===== config.mk =====
export PLATFORM = sky130hd
export DESIGN_NAME = adcofe_device_flat
export DESIGN_NICKNAME = d
export VERILOG_FILES = /design/src/adcofe_pkg.sv /design/src/adcofe_if.sv /design/src/adcofe_device.sv /design/src/flat_wrapper.sv
export SDC_FILE = /design/constraint.sdc
export NUM_CORES = 1
export LEC_CHECK = 0
export BUFFER_PORTS_ARGS = -buffer_cell sky130_fd_sc_hd__buf_4
export CORE_MARGIN = 2
export CORE_UTILIZATION = 45
export CTS_CLUSTER_SIZE = 10
export DETAILED_ROUTE_END_ITERATION = 8
export GPL_ROUTABILITY_DRIVEN = 0
export PLACE_DENSITY = 0.69
export SLEW_MARGIN = 20
export SYNTH_ARGS = -nofsm -noshare
export SYNTH_HDL_FRONTEND = slang
export SYNTH_SLANG_ARGS = --single-unit

===== constraint.sdc =====
create_clock -name sys_clk_i -period 1.6 [get_ports sys_clk_i]
set_input_delay 0.08 -clock sys_clk_i [delete_from_list [all_inputs] [get_ports sys_clk_i]]
set_output_delay 0.08 -clock sys_clk_i [all_outputs]
set_load 0.01 [all_outputs]

===== src/adcofe_pkg.sv =====
package adcofe_pkg;
   localparam int        DATA_W        = 8;
   localparam int        LATENCY       = 7;
   localparam int        INIT_CYCLES   = 20;
   localparam int        FIFO_DEPTH    = 8;
   localparam int        CLK_PERIOD_NS = 25;
   localparam int        MIN_RATE_KSPS = 1000;
   localparam logic [7:0] MSB_FLIP     = 8'h80;
   localparam logic [7:0] CODE_ZERO    = 8'h00;
endpackage : adcofe_pkg


===== src/adcofe_if.sv =====
`timescale 1ns/1ps
`default_nettype none
interface adcofe_if;
   logic       format_select;   // High: two's complement
   logic       oe_n;            // Active-low output enable
   logic [7:0] data_out;        // Device drive value
   logic [7:0] data_oe;         // Per-bit drive enable
   logic [7:0] data_bus;        // Resolved bus level
   always_comb begin
      for (int i = 0; i < 8; i++) begin
         data_bus[i] = data_oe[i] ? data_out[i] : 1'b1;
      end
   end
   modport device (input format_select, input oe_n, output data_out, output data_oe);
   modport capture (output format_select, output oe_n, input data_bus);
endinterface : adcofe_if
`default_nettype wire


===== src/adcofe_device.sv =====
// Overview of operation
// - Format low gives offset binary output
// - Format high gives two's complement output
// - Codings differ only in the msb
// - Enable high floats all data outputs
// - Capture holds enable low normally
// - First 20 clocks invalid; capture discards
// - Sample clock must exceed 1 MSPS
// - Clock duty cycle within 50 +/- 5 percent
// - Word appears seven clocks after sample
// - Sample on falling edge, update on rising
`timescale 1ns/1ps
`default_nettype none
module adcofe_device #(
   parameter int LATENCY     = adcofe_pkg::LATENCY,
   parameter int INIT_CYCLES = adcofe_pkg::INIT_CYCLES
) (
   input  wire logic       sys_clk_i,     // Sample clock
   input  wire logic       arst_n_i,      // Async reset, low
   input  wire logic [7:0] sample_i,      // Converted sample, offset binary
   adcofe_if.device        bus,           // Pin side
   output logic            data_valid_o   // Init period over
);
   // Control pins in the synchroniser vector
   localparam int SYNC_N   = 2;
   localparam int SYNC_FMT = 0;
   localparam int SYNC_OE  = 1;

   // Format resets to offset binary, enable to floating
   localparam logic [SYNC_N-1:0] SYNC_RST = 2'h2;

   // The output register is the last clock of latency
   localparam int STAGES = LATENCY - 1;

   localparam int CNT_W  = $clog2(INIT_CYCLES + 1);

   localparam logic [7:0] DRIVE_NONE = 8'h00;
   localparam logic [7:0] DRIVE_ALL  = 8'hFF;

   // Initialisation phases after reset
   typedef enum logic {
      INIT_WAIT,
      INIT_DONE
   } adcofe_init_state_type;

   logic [SYNC_N-1:0]     pin_raw;
   logic [SYNC_N-1:0]     ctrl_q;

   logic [7:0]            sample_neg;
   logic [7:0]            next_sample_neg;
   logic [7:0]            tap [STAGES+1];

   logic [7:0]            out_word;
   logic [7:0]            next_out_word;

   adcofe_init_state_type init_state;
   adcofe_init_state_type next_init_state;
   logic [CNT_W-1:0]      init_cnt;
   logic [CNT_W-1:0]      next_init_cnt;

   // Input words are offset binary; the other coding only flips the msb
   function automatic logic [7:0] code_word(
      input logic [7:0] offset_word,
      input logic       twos
   );
      logic [7:0] flip;
      flip = twos ? adcofe_pkg::MSB_FLIP : adcofe_pkg::CODE_ZERO;
      return offset_word ^ flip;
   endfunction : code_word

   // Raw control pins, one bit each
   assign pin_raw[SYNC_FMT] = bus.format_select;
   assign pin_raw[SYNC_OE]  = bus.oe_n;

   // Pins are not timed to the sample clock: three stages per pin
   for (genvar g = 0; g < SYNC_N; g++) begin : g_sync
      logic stage1;
      logic stage2;
      logic stage3;
      logic held;
      logic next_stage1;
      logic next_stage2;
      logic next_stage3;
      logic next_held;

      // A pin caught mid-change is ignored until the last two stages agree
      always_comb begin
         next_stage1 = pin_raw[g];
         next_stage2 = stage1;
         next_stage3 = stage2;
         next_held   = (stage2 == stage3) ? stage3 : held;
      end

      always_ff @(posedge sys_clk_i or negedge arst_n_i) begin
         if (!arst_n_i) begin
            stage1 <= SYNC_RST[g];
            stage2 <= SYNC_RST[g];
            stage3 <= SYNC_RST[g];
            held   <= SYNC_RST[g];
         end else begin
            stage1 <= next_stage1;
            stage2 <= next_stage2;
            stage3 <= next_stage3;
            held   <= next_held;
         end
      end

      assign ctrl_q[g] = held;
   end : g_sync

   // Analog sample is taken on the falling edge
   always_comb begin
      next_sample_neg = sample_i;
   end

   always_ff @(negedge sys_clk_i or negedge arst_n_i) begin
      if (!arst_n_i) begin
         sample_neg <= adcofe_pkg::CODE_ZERO;
      end else begin
         sample_neg <= next_sample_neg;
      end
   end

   assign tap[0] = sample_neg;

   // One delay stage per clock of latency, bar the output register
   for (genvar s = 0; s < STAGES; s++) begin : g_stage
      logic [7:0] word;
      logic [7:0] next_word;

      always_comb begin
         next_word = tap[s];
      end

      always_ff @(posedge sys_clk_i or negedge arst_n_i) begin
         if (!arst_n_i) begin
            word <= adcofe_pkg::CODE_ZERO;
         end else begin
            word <= next_word;
         end
      end

      assign tap[s+1] = word;
   end : g_stage

   // Coding applied at the output, so a format change shows five clocks after the pin, not after the pipeline latency
   always_comb begin
      next_out_word = code_word(tap[STAGES], ctrl_q[SYNC_FMT]);
   end

   always_ff @(posedge sys_clk_i or negedge arst_n_i) begin
      if (!arst_n_i) begin
         out_word <= adcofe_pkg::CODE_ZERO;
      end else begin
         out_word <= next_out_word;
      end
   end

   // Power-up initialisation; words before it ends are not to be trusted
   always_comb begin
      next_init_state = init_state;
      case (init_state)
         INIT_WAIT: begin
            if (init_cnt == CNT_W'(INIT_CYCLES - 1)) begin
               next_init_state = INIT_DONE;
            end
         end
         INIT_DONE: begin
            next_init_state = INIT_DONE;
         end
         default: begin
            next_init_state = INIT_WAIT;
         end
      endcase
   end

   always_ff @(posedge sys_clk_i or negedge arst_n_i) begin
      if (!arst_n_i) begin
         init_state <= INIT_WAIT;
      end else begin
         init_state <= next_init_state;
      end
   end

   // Counter stops once done; only a reset restarts initialisation
   always_comb begin
      next_init_cnt = init_cnt;
      if (init_state == INIT_WAIT) begin
         next_init_cnt = init_cnt + CNT_W'(1);
      end
   end

   always_ff @(posedge sys_clk_i or negedge arst_n_i) begin
      if (!arst_n_i) begin
         init_cnt <= '0;
      end else begin
         init_cnt <= next_init_cnt;
      end
   end

   // Floated bits are released to the bus pull-up
   assign bus.data_out = out_word;
   assign bus.data_oe  = ctrl_q[SYNC_OE] ? DRIVE_NONE : DRIVE_ALL;
   assign data_valid_o = (init_state == INIT_DONE);
endmodule : adcofe_device
`default_nettype wire


===== src/flat_wrapper.sv =====
// flat-port wrapper written by rule: the top's interface ports become plain ports
module adcofe_device_flat 
#(
   parameter int LATENCY     = adcofe_pkg::LATENCY,
   parameter int INIT_CYCLES = adcofe_pkg::INIT_CYCLES
)
  (sys_clk_i, arst_n_i, sample_i, data_valid_o, bus_format_select, bus_oe_n, bus_data_out, bus_data_oe);
  adcofe_if bus_i ();
  input  wire logic sys_clk_i;
  input  wire logic arst_n_i;
  input  wire logic [7:0] sample_i;
  output logic data_valid_o;
  input wire logic [$bits(bus_i.format_select)-1:0] bus_format_select;
  input wire logic [$bits(bus_i.oe_n)-1:0] bus_oe_n;
  output wire logic [$bits(bus_i.data_out)-1:0] bus_data_out;
  output wire logic [$bits(bus_i.data_oe)-1:0] bus_data_oe;
  assign bus_i.format_select = bus_format_select;
  assign bus_i.oe_n = bus_oe_n;
  assign bus_data_out = {>>{bus_i.data_out}};
  assign bus_data_oe = {>>{bus_i.data_oe}};
  adcofe_device #(.LATENCY(LATENCY), .INIT_CYCLES(INIT_CYCLES)) u_core (.sys_clk_i(sys_clk_i), .arst_n_i(arst_n_i), .sample_i(sample_i), .bus(bus_i), .data_valid_o(data_valid_o));
endmodule

==> impl_metrics.csv, run 1 <==
group,metric,value,unit
yosys,ys_ff_latch,78,
yosys,async_flop_share,100.0,%
cts,cts_sinks,78,
layout,final_nets,151,
timing,rsz0062_at_grt,"no",
placement,postPlaceCellArea,2385,sq um
setup_path,cp-start-kind,"flop",
timing,slew_headroom,78.32,%
yosys,syn_area_per_cell,21.37,sq um
setup_path,cp-startpoint,"u_core.g_stage[0].next_word[4]$_DFF_NN0_",
pwr,peakVddDrop,0.0009140,V
global_route,grtUsageTotal,11.43,%
setup_path,r2r-end,"u_core.g_stage[0].word[4]$_DFF_PN0_",
drt,drtIter0Drc,16,
pwr,power_density,1445,nW/um^2
layout,area_growth,23.42,%
yosys,ys_types,14,
setup_path,endpoint_kind,"flop",
layout,fill_cells,362,
layout,final_layout_size_suffix_gt1_share,36.36,%
global_route,grt_pass1_vias,918,
yosys,yosys_most_used_dff,"dfrtp_1",
setup_path,rrSetupSlack,0.35,ns
status,outcome,"finished clean",
cts,cts_inserted_buffers,9,
cts,cts_setup_buffers,0,
die,io-pin-count,29,
placement,hpwl,1512,um
flow_run,cap_violations,0,
timing,finalSetupViolations,0,
global_route,grt_pass1_wl,4084,um
setup_path,arrival,1.52,ns
pwr,finalPower,3.812,mW
timing,hold_violations,0,
setup_path,worstRegToRegCells,0,
placement,io_buffers,28,
yosys,synth_edf_count,0,
die,die_area,5316,sq um
placement,dp.cells,178,
timing,drv_slew,0,
cts,htree_levels,3,
cts,root_buffer,"clkbuf_8",
setup_path,crit_type,"flop to flop",
yosys,syn_nets,113,
cts,max-clock-path-buffers,2,
drt,wire_per_inst,12.22,um
layout,n_antenna_cell,0,
yosys,yosysSeqAreaShare,91.57,%
drt,vias,885,
yosys,postSynthCellCount,100,
pwr,leakage,1.223,nW
drt,vias_per_cell,4.492,
setup_path,worstSetupPathDepth,0,
global_route,grt_antenna_before_repair,0,
global_route,grt.overflow.total,0,
timing,setup_tns,0,ns
cts,clk-insertion-delay-late,0.33,ns
setup_path,r2r-start,"u_core.g_stage[0].next_word[4]$_DFF_NN0_",
drt,drtAntennaViolNets,0,
setup_path,critPathMaxFanout,1,
cts,clk_pin_slew,0.07,ns
drt,drc,0,
die,fp.dieH,72.91,um
die,fp.coreArea,4661,sq um
die,num_rows,25,
die,start_util,45.85,%
die,die_w,72.91,um
hold_path,hold_class,"primary input to asynchronous set/reset pin",
yosys,yosysWarningCount,0,
layout,regArea,1957,sq um
timing,clock_skew,0.01110,ns
yosys,synth_area,2137,sq um
drt,first_pass_iters,4,
drt,drt_wl_total,2408,um
layout,design_area,2638,sq um
timing,worst_pin_slew,0.3252,ns
layout,multiInputGateArea,123.9,sq um
global_route,grt_max_degree,28,
layout,final_cell_count_no_fill,197,
setup_path,cp_data_required_time,1.87,ns
cts,cts_tree,"built",
## flip-flops by register name, summed over array words and instances (netlist names)
register and cells:
u_core.init_cnt 5, u_core.g_stage.word 48, u_core.g_sync.held 2, u_core.bus.data_out 8
u_core.g_sync.next_stage3 2, u_core.g_sync.stage3 2, u_core.data_valid_o 1, u_core.g_sync.next_stage2 2
u_core.g_stage.next_word 8
## report_power, final
group,total (mW),switching [mW],internal [mW]
Combinational,0.145,0.0741,0.0706
Sequential,2.10,0.0269,2.07
Clock,1.57,0.643,0.924
## synthesized netlist by cell type (2+ instances only)
| master | count | area share (%) |
|---|---|---|
| dfrtn_1 | 8 | 9.4 |
| dfrtp_1 | 66 | 77 |
| xnor2_1 | 4 | 1.6 |
| maj3_1 | 2 | 0.94 |
| nand4b_1 | 2 | 0.82 |
| buf_4 | 7 | 2.5 |
| dfstp_2 | 4 | 4.9 |
## layout make-up
cell class | count | area share [%]
Clock buffer | 11 | 5.361
Tap cell | 54 | 2.562
Timing Repair Buffer | 34 | 9.962
Sequential cell | 78 | 74.19
Clock inverter | 5 | 3.083
Multi-Input combinational cell | 14 | 4.696
Inverter | 1 | 0.1423
## worst max-delay path by stage
stage                                          end
6_report       u_core.g_stage[0].word[4]$_DFF_PN0_
5_1_grt                             bus_data_oe[2]
4_1_cts        u_core.g_stage[0].word[4]$_DFF_PN0_
3_5_place_dp   u_core.g_stage[0].word[1]$_DFF_PN0_
3_3_place_gp   u_core.g_stage[0].word[6]$_DFF_PN0_
2_1_floorplan  u_core.g_stage[0].word[0]$_DFF_PN0_
## per-stage QoR
| step | hold slack, ns | worst slack [ns] | util, % |
|---|---|---|---|
| final | 0.1835 | 0.3527 | 56.59 |
| after global routing | 0.1945 | 0.3250 | 56.59 |
| after CTS | 0.1742 | 0.3542 | 56.59 |
| after detailed placement | 0.002799 | 0.3574 | 51.17 |
| after global placement | -0.002820 | 0.3760 | 51.17 |
| after floorplan | -0.2156 | 0.3781 | - |
## cell usage in the layout (no fill, tap or decap), types with 2 or more instances in the layout
cell type and instances:
dfrtp_1 66, buf_4 31, clkbuf_8 10, dfrtn_1 8, xnor2_1 4, dfstp_2 4
dlygate4sd3_1 3, nand4b_1 2, maj3_1 2, bufinv_16 2
## metal layers
layer	routed length [um]	up-vias	track usage [%]
met5	0	-	0
met4	101	0	11.11
met3	122	9	4.282
met2	1239	34	17.37
met1	945	455	11.98
li1	-	387	-
## cell families (layout without fill, tap and decap cells)
logic type      Yosys count  after routing  share of synthesized area (%)
flops                    78             78                          91.57
buf+inv                   8             51                          2.634
xor+xnor                  5              5                          2.049
simple gates              4              4                          1.288
fa+ha+maj                 3              3                          1.522
compound gates            1              1                         0.4099
mux                       1              1                         0.5269
## what timing repair did
action / in CTS / in global routing
endpoints found under the setup margin: 0 / 0
hold endpoints to repair: 35 / 0
hold buffers: 3 / 0
resized for setup: 0 / 0
Note: power is estimated with default switching activity, not from simulation.
==> run 2: changes to the inputs <==
clock period = 1.15 ns   (was 1.6 ns; I/O delays follow)
==> run 2 against run 1 <==
Against the previous run: register-to-register slack worse by 0.28 ns; critical path depth increased by 2; final cell count grew 0.51%; via count is 2.9% lower; combinational power increased by 57%; utilization fell by 0.19 points; routed wire length down 4.2%; non-clock buffer count up 1; first-iteration DRC count grew to 3.6 times the previous value; die area is the same; worst hold slack worse by 0.053 ns; critical path type is now flop to primary output; critical endpoint is now bus_data_oe[2].
==> impl_metrics.csv, run 2 (synthesized netlist as in run 1, its figures left out) <==
group,metric,value,unit
timing,finalSetupViolations,0,
setup_path,critPathMaxFanout,8,
cts,clk-insertion-delay-late,0.33,ns
setup_path,endpoint_kind,"primary output",
layout,n_antenna_cell,0,
layout,mostFrequentLayoutCells,"dfrtp_1, buf_4, clkbuf_8",
global_route,grt_pass1_vias,873,
die,die_w,72.91,um
drt,vias,859,
global_route,grtUsageTotal,11.13,%
layout,design_area,2629,sq um
die,fp.dieH,72.91,um
global_route,globalRouteMet2Util,15.25,%
global_route,grt_max_degree,26,
placement,postPlaceCellArea,2392,sq um
cts,root_buffer,"clkbuf_8",
drt,vias_per_cell,4.338,
cts,cts_inserted_buffers,9,
placement,dp.cells,179,
timing,post-route-period-util,99.72,%
placement,hpwl,1467,um
timing,rsz0062_at_grt,"yes",
pwr,leakage,1.209,nW
pwr,power_density,1852,nW/um^2
die,fp.coreArea,4661,sq um
cts,clk_pin_slew,0.08,ns
global_route,grt-busiest-layer,"met2",
timing,clock_skew,0.01092,ns
timing,fmax,872.0,MHz
global_route,grt.overflow.total,0,
global_route,gr-usage-met1,12.00,%
drt,drc,0,
global_route,grt_antenna_before_repair,0,
layout,area_growth,23.01,%
setup_path,cp-start-kind,"flop",
die,die_area,5316,sq um
cts,cts_setup_buffers,0,
timing,worst_pin_slew,0.2939,ns
timing,hold_violations,0,
layout,final_layout_size_suffix_gt1_share,38.19,%
flow_run,cap_violations,0,
layout,layout_commonest_cell,"dfrtp_1",
drt,drt_wl_total,2307,um
setup_path,cp_data_required_time,1.09,ns
global_route,met3_usage,7.735,%
hold_path,hold_class,"primary input to asynchronous set/reset pin",
die,start_util,45.85,%
timing,period_minus_slack,1.147,ns
drt,first_pass_iters,3,
timing,hold_slack,0.1304,ns
timing,setup_tns,0,ns
cts,cts_sinks,78,
layout,largest_reg_flops,48,
placement,io_buffers,28,
timing,slew_headroom,80.40,%
layout,final_nets,152,
layout,final_cell_count_no_fill,198,
global_route,grt_pass1_wl,3953,um
cts,htree_levels,3,
layout,top_register,"u_core.g_stage.word",
status,outcome,"finished clean",
die,io-pin-count,29,
cts,cts_tree,"built",
timing,drv_slew,0,
cts,max-clock-path-buffers,2,
drt,wire_per_inst,11.65,um
die,num_rows,25,
pwr,peakVddDrop,0.0008424,V
setup_path,arrival,1.09,ns
setup_path,crit_type,"flop to primary output",
drt,drtAntennaViolNets,0,
drt,drtIter0Drc,57,
## run 2: critical path: stages, from the launching register on
cell and delay (ns):
dfstp_2 0.56, inv_4 0.07, buf_6 0.12
## run 2: cell type report
class                   count  area (sq um)
repair buffers             35         300.3
fillers                   359          2032
inverters                   1         6.256
multi-input cells          14         123.9
clock inverters             7         50.05
clock buffers               9         123.9
flip-flops and latches     78          1957
well taps                  54         67.56
## run 2: power by group
part	internal [mW]	switching [mW]	total, mW
Combinational	0.119	0.110	0.228
Sequential	2.88	0.0386	2.92
Clock	0.784	0.932	1.72
Total	3.79	1.08	4.87
## run 2: metrics by stage
| step | total power, mW | setup WS, ns | utilization (%) |
|---|---|---|---|
| 6_report | 4.867 | 0.003267 | 56.40 |
| 5_1_grt | 5.131 | -0.06089 | 56.40 |
| 4_1_cts | 4.962 | -0.02919 | 56.40 |
| 3_5_place_dp | 3.181 | 0.09165 | 51.33 |
| 3_3_place_gp | 3.164 | 0.1113 | 51.33 |
| 2_1_floorplan | 3.040 | 0.1178 | - |
## run 2: path summary, 6_finish.rpt
path                                                            end                                 from  slack [ns]  cells past startpoint
setup / recovery                                     bus_data_oe[2]    u_core.g_sync[1].held$_DFFE_PN1N_       0.003                      2
hold / removal                  u_core.g_stage[4].word[5]$_DFF_PN0_                             arst_n_i        0.13                      2
setup reg to reg                     u_core.init_cnt[1]$_DFFE_PN0N_       u_core.init_cnt[0]$_DFFE_PN0N_        0.07                      2
hold reg to reg                 u_core.g_stage[2].word[4]$_DFF_PN0_  u_core.g_stage[1].word[4]$_DFF_PN0_        0.34                      0
max in group asynchronous  u_core.g_stage[0].next_word[3]$_DFF_NN0_                             arst_n_i        0.31                      2
min in group sys_clk_i     u_core.g_stage[0].next_word[7]$_DFF_NN0_                          sample_i[7]        0.30                      1
## run 2: metal layers
metal	share of wire (%)	vias to the layer above
met5	0	-
met4	2.6	0
met1	42	434
met3	7.6	6
met2	47	35
li1	-	384
## run 2: repair_timing
action / 4_1_cts / 5_1_grt
hold buffers: 3 / 0
endpoints found under the hold margin: 68 / 0
resized for setup: 10 / 0
setup endpoints to repair: 8 / 8
pin swaps: 0 / 0
